`src/verilog/sbp_pkg.sv`:
```
// Package of constants and types for the sector block-protect decoder.
`default_nettype none
package sbp_pkg;
   // ----------------------------------------------------------------
   // Array densities and encodings
   // ----------------------------------------------------------------
   localparam int          SECTOR_W       = 10;
   localparam logic [3:0]  LEVEL_NONE     = 4'h0;
   localparam logic [3:0]  MAX_LEVEL_256  = 4'h8;
   localparam logic [3:0]  MAX_LEVEL_512  = 4'h9;
   localparam logic [3:0]  MAX_LEVEL_1024 = 4'hA;
   localparam logic        FLAG_RESET     = 1'b0;
   // Last sector of each supported array; every array starts at sector zero.
   localparam logic [SECTOR_W-1:0] LAST_SECTOR_256  = 10'h0FF;
   localparam logic [SECTOR_W-1:0] LAST_SECTOR_512  = 10'h1FF;
   localparam logic [SECTOR_W-1:0] LAST_SECTOR_1024 = 10'h3FF;

   typedef enum logic [1:0] {
      SBP_DENS_256,
      SBP_DENS_512,
      SBP_DENS_1024
   } sbp_density_type;
endpackage : sbp_pkg
`default_nettype wire

```
`src/verilog/sbp_decode.sv`:
```
// Sector block-protect decoder with request gating and protection error flag.
`default_nettype none
// Function
// - Range comes only from density, level and select.
// - Level zero protects nothing at all.
// - 256 sectors, select clear: top 2^(n-1).
// - 256 sectors, select set: bottom 2^(n-1).
// - 512 sectors, select clear: top 2^(n-1).
// - 512 sectors, select set: bottom 2^(n-1).
// - 1024 sectors, select clear: top 2^(n-1).
// - 1024 sectors, select set: bottom 2^(n-1).
// - Protected program or erase sets error flag.
module sbp_decode (
   input  wire logic                            CLK,
   input  wire logic                            RSTN,
   input  wire sbp_pkg::sbp_density_type        DENSITY,
   input  wire logic                            PROTECT_LEVEL_BIT0,
   input  wire logic                            PROTECT_LEVEL_BIT1,
   input  wire logic                            PROTECT_LEVEL_BIT2,
   input  wire logic                            PROTECT_LEVEL_BIT3,
   input  wire logic                            TOP_BOTTOM_SELECT,
   input  wire logic                            REQ_VALID,
   input  wire logic                            REQ_ERASE,
   input  wire logic [sbp_pkg::SECTOR_W-1:0]    REQ_SECTOR,
   input  wire logic                            FLAG_CLEAR,
   output logic                                 REQ_GRANT,
   output logic                                 REQ_BLOCKED,
   output logic                                 PROTECT_ERROR,
   output logic                                 ERASE_ERROR,
   output logic                                 WRITE_ERROR,
   output logic [sbp_pkg::SECTOR_W-1:0]         PROT_FIRST,
   output logic [sbp_pkg::SECTOR_W-1:0]         PROT_LAST,
   output logic                                 PROT_ANY
);
   // ----------------------------------------------------------------
   // Range decode
   // ----------------------------------------------------------------
   // The whole range derives from the density, level code and select bit only.
   logic [3:0]                  level;
   logic [3:0]                  max_level;
   logic [sbp_pkg::SECTOR_W-1:0] last_sector;
   logic [sbp_pkg::SECTOR_W:0]   span;
   logic                        all_prot;
   logic [sbp_pkg::SECTOR_W-1:0] lo_w;
   logic [sbp_pkg::SECTOR_W-1:0] hi_w;
   logic                        any_w;

   assign level = {PROTECT_LEVEL_BIT3, PROTECT_LEVEL_BIT2, PROTECT_LEVEL_BIT1, PROTECT_LEVEL_BIT0};

   // Density selects the highest graded level and the last sector.
   assign max_level   = (DENSITY == sbp_pkg::SBP_DENS_1024) ? sbp_pkg::MAX_LEVEL_1024 :
                        (DENSITY == sbp_pkg::SBP_DENS_512)  ? sbp_pkg::MAX_LEVEL_512  :
                                                              sbp_pkg::MAX_LEVEL_256;
   // The unused density code falls back to the smallest array, so sectors above 10'h0FF are never blocked.
   assign last_sector = (DENSITY == sbp_pkg::SBP_DENS_1024) ? sbp_pkg::LAST_SECTOR_1024 :
                        (DENSITY == sbp_pkg::SBP_DENS_512)  ? sbp_pkg::LAST_SECTOR_512  :
                                                              sbp_pkg::LAST_SECTOR_256;
   assign all_prot    = (level > max_level);
   // Span is 2^(n-1) sectors; always computed, but meaningful only when level is non-zero.
   assign span        = 11'(11'h001 << (level - 4'h1));

   // Top range ends at the last sector, bottom range starts at sector 0.
   assign any_w = (level != sbp_pkg::LEVEL_NONE);
   assign lo_w  = (all_prot || TOP_BOTTOM_SELECT) ? 10'h000 :
                  10'(last_sector - span[9:0] + 10'h001);
   assign hi_w  = (all_prot || !TOP_BOTTOM_SELECT) ? last_sector :
                  10'(span - 11'h001);

   assign PROT_ANY   = any_w;
   assign PROT_FIRST = lo_w;
   assign PROT_LAST  = hi_w;

   // ----------------------------------------------------------------
   // Request gating
   // ----------------------------------------------------------------
   // A refused request never reaches the array; it only raises flags.
   // The host must have loaded the status bits with write enable first.
   logic hit;
   assign hit         = any_w && (REQ_SECTOR >= lo_w) && (REQ_SECTOR <= hi_w) &&
                        (REQ_SECTOR <= last_sector);
   assign REQ_BLOCKED = REQ_VALID && hit;
   assign REQ_GRANT   = REQ_VALID && !hit;

   // ----------------------------------------------------------------
   // Sticky error flags
   // ----------------------------------------------------------------
   // A new violation in the clearing cycle wins, so no event is lost.
   logic prot_r;
   logic erase_r;
   logic write_r;
   logic prot_nxt;
   logic erase_nxt;
   logic write_nxt;
   assign prot_nxt  = REQ_BLOCKED || (prot_r && !FLAG_CLEAR);
   assign erase_nxt = (REQ_BLOCKED && REQ_ERASE) || (erase_r && !FLAG_CLEAR);
   assign write_nxt = (REQ_BLOCKED && !REQ_ERASE) || (write_r && !FLAG_CLEAR);

   always_ff @(posedge CLK or negedge RSTN) begin
      if (!RSTN) begin
         prot_r  <= sbp_pkg::FLAG_RESET;
         erase_r <= sbp_pkg::FLAG_RESET;
         write_r <= sbp_pkg::FLAG_RESET;
      end else begin
         prot_r  <= prot_nxt;
         erase_r <= erase_nxt;
         write_r <= write_nxt;
      end
   end

   assign PROTECT_ERROR = prot_r;
   assign ERASE_ERROR   = erase_r;
   assign WRITE_ERROR   = write_r;

   // ----------------------------------------------------------------
   // Assertions
   // ----------------------------------------------------------------
   // Range checks use their own arithmetic, so a slip in the shared decode shows up here.
   property p_level_zero;
      @(posedge CLK) disable iff (!RSTN) (level == 4'h0) |-> (!PROT_ANY && REQ_GRANT == REQ_VALID);
   endproperty
   a_level_zero: assert property (p_level_zero) else $error("Level zero protected a sector.");

   property p_top_256;
      @(posedge CLK) disable iff (!RSTN)
         (DENSITY == sbp_pkg::SBP_DENS_256 && !TOP_BOTTOM_SELECT && level >= 4'h1 && level <= 4'h8)
         |-> (PROT_LAST == 10'h0FF && PROT_FIRST == 10'(11'h100 - (11'h001 << (level - 4'h1))));
   endproperty
   a_top_256: assert property (p_top_256) else $error("Top range wrong for 256 sectors.");

   property p_bot_256;
      @(posedge CLK) disable iff (!RSTN)
         (DENSITY == sbp_pkg::SBP_DENS_256 && TOP_BOTTOM_SELECT && level >= 4'h1 && level <= 4'h8)
         |-> (PROT_FIRST == 10'h000 && PROT_LAST == 10'((11'h001 << (level - 4'h1)) - 11'h001));
   endproperty
   a_bot_256: assert property (p_bot_256) else $error("Bottom range wrong for 256 sectors.");

   property p_top_512;
      @(posedge CLK) disable iff (!RSTN)
         (DENSITY == sbp_pkg::SBP_DENS_512 && !TOP_BOTTOM_SELECT && level >= 4'h1 && level <= 4'h9)
         |-> (PROT_LAST == 10'h1FF && PROT_FIRST == 10'(11'h200 - (11'h001 << (level - 4'h1))));
   endproperty
   a_top_512: assert property (p_top_512) else $error("Top range wrong for 512 sectors.");

   property p_bot_512;
      @(posedge CLK) disable iff (!RSTN)
         (DENSITY == sbp_pkg::SBP_DENS_512 && TOP_BOTTOM_SELECT && level >= 4'h1)
         |-> (PROT_FIRST == 10'h000 &&
              PROT_LAST == ((level >= 4'hA) ? 10'h1FF : 10'((11'h001 << (level - 4'h1)) - 11'h001)));
   endproperty
   a_bot_512: assert property (p_bot_512) else $error("Bottom range wrong for 512 sectors.");

   property p_top_1024;
      @(posedge CLK) disable iff (!RSTN)
         (DENSITY == sbp_pkg::SBP_DENS_1024 && !TOP_BOTTOM_SELECT && level >= 4'h1 && level <= 4'hA)
         |-> (PROT_LAST == 10'h3FF && PROT_FIRST == 10'(11'h400 - (11'h001 << (level - 4'h1))));
   endproperty
   a_top_1024: assert property (p_top_1024) else $error("Top range wrong for 1024 sectors.");

   property p_bot_1024;
      @(posedge CLK) disable iff (!RSTN)
         (DENSITY == sbp_pkg::SBP_DENS_1024 && TOP_BOTTOM_SELECT && level >= 4'h1 && level <= 4'hA)
         |-> (PROT_FIRST == 10'h000 && PROT_LAST == 10'((11'h001 << (level - 4'h1)) - 11'h001));
   endproperty
   a_bot_1024: assert property (p_bot_1024) else $error("Bottom range wrong for 1024 sectors.");

   property p_flag_set;
      @(posedge CLK) disable iff (!RSTN) REQ_BLOCKED |=> PROTECT_ERROR;
   endproperty
   a_flag_set: assert property (p_flag_set) else $error("Blocked request did not set the flag.");

   // End sectors are checked without the shared comparator, so a broken compare is caught.
   property p_no_grant;
      @(posedge CLK) disable iff (!RSTN)
         (REQ_VALID && level != 4'h0 &&
          (TOP_BOTTOM_SELECT ? (REQ_SECTOR == 10'h000) : (REQ_SECTOR == last_sector)))
         |-> (REQ_BLOCKED && !REQ_GRANT);
   endproperty
   a_no_grant: assert property (p_no_grant) else $error("Protected sector was granted.");

   property p_flag_hold;
      @(posedge CLK) disable iff (!RSTN) (PROTECT_ERROR && !FLAG_CLEAR) |=> PROTECT_ERROR;
   endproperty
   a_flag_hold: assert property (p_flag_hold) else $error("Protection flag dropped unasked.");

   // Levels past the graded ones lock the whole array, whichever end is selected.
   property p_full_256;
      @(posedge CLK) disable iff (!RSTN)
         (DENSITY == sbp_pkg::SBP_DENS_256 && level >= 4'h9)
         |-> (PROT_ANY && PROT_FIRST == 10'h000 && PROT_LAST == 10'h0FF);
   endproperty
   a_full_256: assert property (p_full_256) else $error("Full range wrong for 256 sectors.");

   property p_full_1024;
      @(posedge CLK) disable iff (!RSTN)
         (DENSITY == sbp_pkg::SBP_DENS_1024 && level >= 4'hB)
         |-> (PROT_ANY && PROT_FIRST == 10'h000 && PROT_LAST == 10'h3FF);
   endproperty
   a_full_1024: assert property (p_full_1024) else $error("Full range wrong for 1024 sectors.");

   // Each kind of refused request leaves its own mark one cycle later.
   property p_erase_flag;
      @(posedge CLK) disable iff (!RSTN) (REQ_BLOCKED && REQ_ERASE) |=> ERASE_ERROR;
   endproperty
   a_erase_flag: assert property (p_erase_flag) else $error("Blocked erase did not set its flag.");

   property p_write_flag;
      @(posedge CLK) disable iff (!RSTN) (REQ_BLOCKED && !REQ_ERASE) |=> WRITE_ERROR;
   endproperty
   a_write_flag: assert property (p_write_flag) else $error("Blocked write did not set its flag.");

   // A clear with no new violation in the same cycle empties all three flags.
   property p_flag_clear;
      @(posedge CLK) disable iff (!RSTN)
         (FLAG_CLEAR && !REQ_BLOCKED) |=> (!PROTECT_ERROR && !ERASE_ERROR && !WRITE_ERROR);
   endproperty
   a_flag_clear: assert property (p_flag_clear) else $error("Flag clear left a flag standing.");

   // Covers mark the scenarios that the bench is meant to reach.
   c_blocked_erase: cover property (@(posedge CLK) disable iff (!RSTN) REQ_BLOCKED && REQ_ERASE);
   c_blocked_write: cover property (@(posedge CLK) disable iff (!RSTN) REQ_BLOCKED && !REQ_ERASE);
   c_all_prot:      cover property (@(posedge CLK) disable iff (!RSTN) all_prot && REQ_VALID);
   c_clear_set:     cover property (@(posedge CLK) disable iff (!RSTN) FLAG_CLEAR && REQ_BLOCKED);
   c_clear_only:    cover property (@(posedge CLK) disable iff (!RSTN) FLAG_CLEAR && PROTECT_ERROR && !REQ_BLOCKED);
endmodule : sbp_decode
`default_nettype wire

```
`config.mk`:
```
export PLATFORM = sky130hd
export DESIGN_NAME = sbp_decode
export DESIGN_NICKNAME = d
export VERILOG_FILES = /design/src/verilog/sbp_pkg.sv /design/src/verilog/sbp_decode.sv
export SDC_FILE = /design/constraint.sdc
export NUM_CORES = 1
export LEC_CHECK = 0
export ABC_AREA = 1
export ABC_CLOCK_PERIOD_IN_PS = 3600
export BUFFER_PORTS_ARGS = -buffer_cell sky130_fd_sc_hd__buf_2
export CORE_UTILIZATION = 50
export DETAILED_ROUTE_END_ITERATION = 8
export PLACE_DENSITY_LB_ADDON = 0.3
export SYNTH_ARGS = -nofsm -noshare
export SYNTH_HDL_FRONTEND = slang
export SYNTH_SLANG_ARGS = --single-unit
```
`constraint.sdc`:
```
create_clock -name CLK -period 3.6 [get_ports CLK]
set_input_delay 0.54 -clock CLK [delete_from_list [all_inputs] [get_ports CLK]]
set_output_delay 0.54 -clock CLK [all_outputs]
set_load 0.01 [all_outputs]
```
==> impl_metrics.py <==
metrics = {
    "critical_path": {
        "cpMostUsedCell": "inv_2",
        "worst_setup_path_start_kind": "input pin",
        "endpoint": "REQ_BLOCKED",
        "crit_fanout": 4,
        "crit_start": "PROTECT_LEVEL_BIT0",
        "r2r_setup_slack_ns": 2.90,
        "r2r_start": "ERASE_ERROR$_DFF_PN0_",
        "slowest_delay_ns": 0.33,
        "path_cells": "buf_2 > inv_4 > nor2_2 > inv_2 > nor2_2 > inv_1 > ha_4 > nand2_4 > nor2_4 > xor2_1 > nand2_1 > o21ai_2 > inv_2 > ha_1 > nand2_4 > inv_2 > a21oi_2 > nand3_1 > a21oi_2 > nand2_2 > nor2_1 > buf_2",
        "critical_path_class": "input pin to primary output",
        "path_depth": 22,
        "ff2ff_path_depth": 2,
        "worstSetupEndpointType": "primary output",
        "crit_family": "simple AND/OR/NAND/NOR gates",
        "cp.required_ns": 3.06,
        "r2r_end": "ERASE_ERROR$_DFF_PN0_",
        "worst-path-buf-inv": 7,
        "slowest_stage": "ha_1",
        "critical_path_arrival_ns": 3.10,
    },
    "clock_tree": {
        "cts_made_buffers": 3,
        "cts_hold_buf": 0,
        "cts.htree.levels": 1,
        "clk_root_buffer_cell": "clkbuf_4",
        "clk_latency_ns": 0.26,
        "cts_buffer_depth": 2,
        "cts.reportedPaths.clkPinSlew_ns": 0.04,
        "cts.sink_count": 3,
        "cts_tree": "done",
    },
    "logic_synthesis": {
        "ys_types": 27,
        "syn-cell-area_um2": 1300,
        "avgSynthCellArea_um2": 5.80,
        "synth_seq_cells": 3,
        "yosysWarnings": 0,
        "syn_inst": 224,
        "synth_nets": 275,
        "yosysSeqAreaShare": 0.0577,
    },
    "floorplanning": {
        "rows": 18,
        "ios": 48,
        "dieHeight_um": 53.0,
        "initial_utilization": 0.525,
        "die_w_um": 53.0,
        "core_um2": 2480,
        "die_area_um2": 2810,
    },
    "power_and_ir_drop": {
        "swShare": 0.487,
        "p_int_uw": 220,
        "p_sw_uw": 208,
        "ir_worst_vdd_mv": 0.166,
        "power_density_nw_per_um2": 204,
        "leakage_uw": 0.00116,
        "clkPwrFrac": 0.161,
        "pwr-share-seq": 0.092,
        "comb_power_share": 0.746,
    },
    "global_route": {
        "antenna_found_initial": 0,
        "grt_pass1_wl_um": 6330,
        "grt_max_degree": 9,
        "grtUsageMet2": 0.532,
        "first_global_vias": 1483,
        "gr-usage-all-layers": 0.308,
        "grt-ovfl-total": 0,
        "use_met3": 0.0460,
        "met1_usage": 0.388,
        "busiest_layer": "met2",
    },
    "timing": {
        "holdWs_ns": 0.0776,
        "period_share": 1.01,
        "finalHoldViolations": 0,
        "setup_viol": 2,
        "tns_ns": -0.0445,
        "period_needed_ns": 3.64,
        "fmax_ghz": 0.275,
        "drv_slew": 0,
        "fin_ws_ns": -0.0361,
        "tightest_slew_ns": 0.397,
        "skew_ns": 0,
        "relSlewSlack": 0.734,
    },
    "placement": {
        "place_area_um2": 1680,
        "dpl.hpwl_um": 2880,
        "io_buffers": 47,
        "gp_congestion": 0.978,
    },
    "run": {
        "cap_violations": 0,
    },
    "cells_and_area": {
        "final_area_um2": 2100,
        "drive_gt1_frac": 0.472,
        "nFillCells": 139,
        "final_nets": 357,
        "layout-area-overhead-vs-synth_pct": 61.5,
        "diodes": 0,
    },
    "drt": {
        "post-route-drc-count": 0,
        "drt_iter0_markers": 140,
        "dr_total_vias": 1861,
        "post_drt_wl_per_cell_um": 15.9,
        "wl_um": 5320,
        "drtPass1Iterations": 7,
        "antenna_left": 0,
        "viasPerCell": 5.56,
    },
    "worst_hold_path": {
        "holdCritPathClass": "input pin to async pin",
    },
    "run_status": {
        "status": "finished with violations",
        "violations": "setup timing",
    },
}
-- synthesized netlist by cell type --
master	number	area [µm²]
o21bai_1	2	15.0
xnor2_1	3	26.3
nor2_1	29	109
a21oi_2	1	8.76
nor2_4	1	11.3
clkinv_1	1	3.75
a21oi_1	5	25.0
nand2_2	5	31.3
o21ai_0	4	20.0
nor2_2	1	6.26
o21ai_1	2	10.0
xor2_1	2	17.5
nand4_1	6	37.5
o31ai_1	1	7.51
nand2_4	1	11.3
a21o_1	2	15.0
ha_1	29	363
nand3_1	9	45.0
o31ai_2	1	12.5
inv_2	5	18.8
nand3b_1	1	7.51
o21ai_2	1	8.76
dfrtp_1	3	75.1
nand2_1	55	206
o211ai_1	1	7.51
inv_1	52	195
nor3_1	1	5.00
-- area by class of cell --
class                      count  area (µm²)  area share
timing repair buffer          77         473       0.225
inverter                      58         228       0.108
tap                           30        37.5      0.0179
clock buffer                   4        26.3      0.0125
multi-input combinational    163        1260       0.600
sequential                     3        75.1      0.0358
-- worst reg2reg max path, stage by stage (launching register included) --
cell	delay, ns
dfrtp_1	0.40
nand2_1	0.11
nand2_1	0.07
-- sequential cells by signal (all words and copies together) (netlist names) --
signal         count
ERASE_ERROR        1
PROTECT_ERROR      1
WRITE_ERROR        1
-- what timing repair did --
action	CTS	global route
pin swaps	9	26
resized for setup	6	59
setup buffers	10	7
endpoints found under the setup margin	2	3
-- worst min path at each step --
stage,from,endpoint,slack [ns],cells past startpoint
2_1_floorplan,RSTN,ERASE_ERROR$_DFF_PN0_,0.24,0
3_3_place_gp,RSTN,PROTECT_ERROR$_DFF_PN0_,0.33,1
3_5_place_dp,RSTN,WRITE_ERROR$_DFF_PN0_,0.34,1
4_1_cts,RSTN,PROTECT_ERROR$_DFF_PN0_,0.08,1
5_1_grt,RSTN,PROTECT_ERROR$_DFF_PN0_,0.08,1
6_report,RSTN,PROTECT_ERROR$_DFF_PN0_,0.08,1
-- through the flow --
| stage | util | instances | setup WS, ns | power, µW |
|---|---|---|---|---|
| after floorplan | - | 224 | 0.167 | 166 |
| after global placement | 0.677 | 315 | 0.0593 | 242 |
| after detailed placement | 0.677 | 315 | -0.0838 | 246 |
| after CTS | 0.728 | 329 | 0.0196 | 333 |
| after global routing | 0.847 | 335 | -0.176 | 454 |
| final | 0.847 | 335 | -0.0361 | 428 |
-- power groups by stage --
stage / logic, µW / registers (µW) / clock network [µW]
after floorplan: 125 / 41.2 / 0
after global placement: 203 / 39.0 / 0
after detailed placement: 206 / 39.2 / 0
after CTS: 229 / 38.8 / 65.1
after global routing: 345 / 39.7 / 69.4
final: 320 / 39.5 / 69.0
-- metal layers --
metal / vias to the layer above / share of wire
met5: - / 0
met4: 0 / 0.050
met3: 38 / 0.10
met2: 146 / 0.46
met1: 823 / 0.39
li1: 854 / -
-- cell usage in the layout, fill, tap and decap left out, types with 2 or more instances in the layout --
cell type   n
a21oi_2     4
nand2_4     2
ha_1       17
nand3_1     7
nor2_4      3
nor2_1     18
o21ai_0     2
nand2_1    47
xor2_1      2
inv_1      44
buf_2      45
inv_2       9
inv_4       4
ha_4       11
xnor2_1     2
a21oi_1     2
o21ai_2     3
nand3_2     2
a21o_1      2
o21ai_1     2
o21bai_1    2
nand4_1     6
nor2_2     10
nand2_2    12
dfrtp_1     3
buf_6       2
clkbuf_4    3
buf_4      30
-- cells by family (layout without fill, tap and decap cells) --
group                    count (synthesis)  count (layout)  share of synthesized area
XOR/XNOR                                 5               5                     0.0337
adder cells (fa/ha/maj)                 29              29                      0.279
flip-flops                               3               3                     0.0577
AO/OA/AOI/OAI                           20              20                      0.100
buffers and inverters                   58             139                      0.167
AND/OR/NAND/NOR                        109             109                      0.362
(Power assumes the default switching activity.)
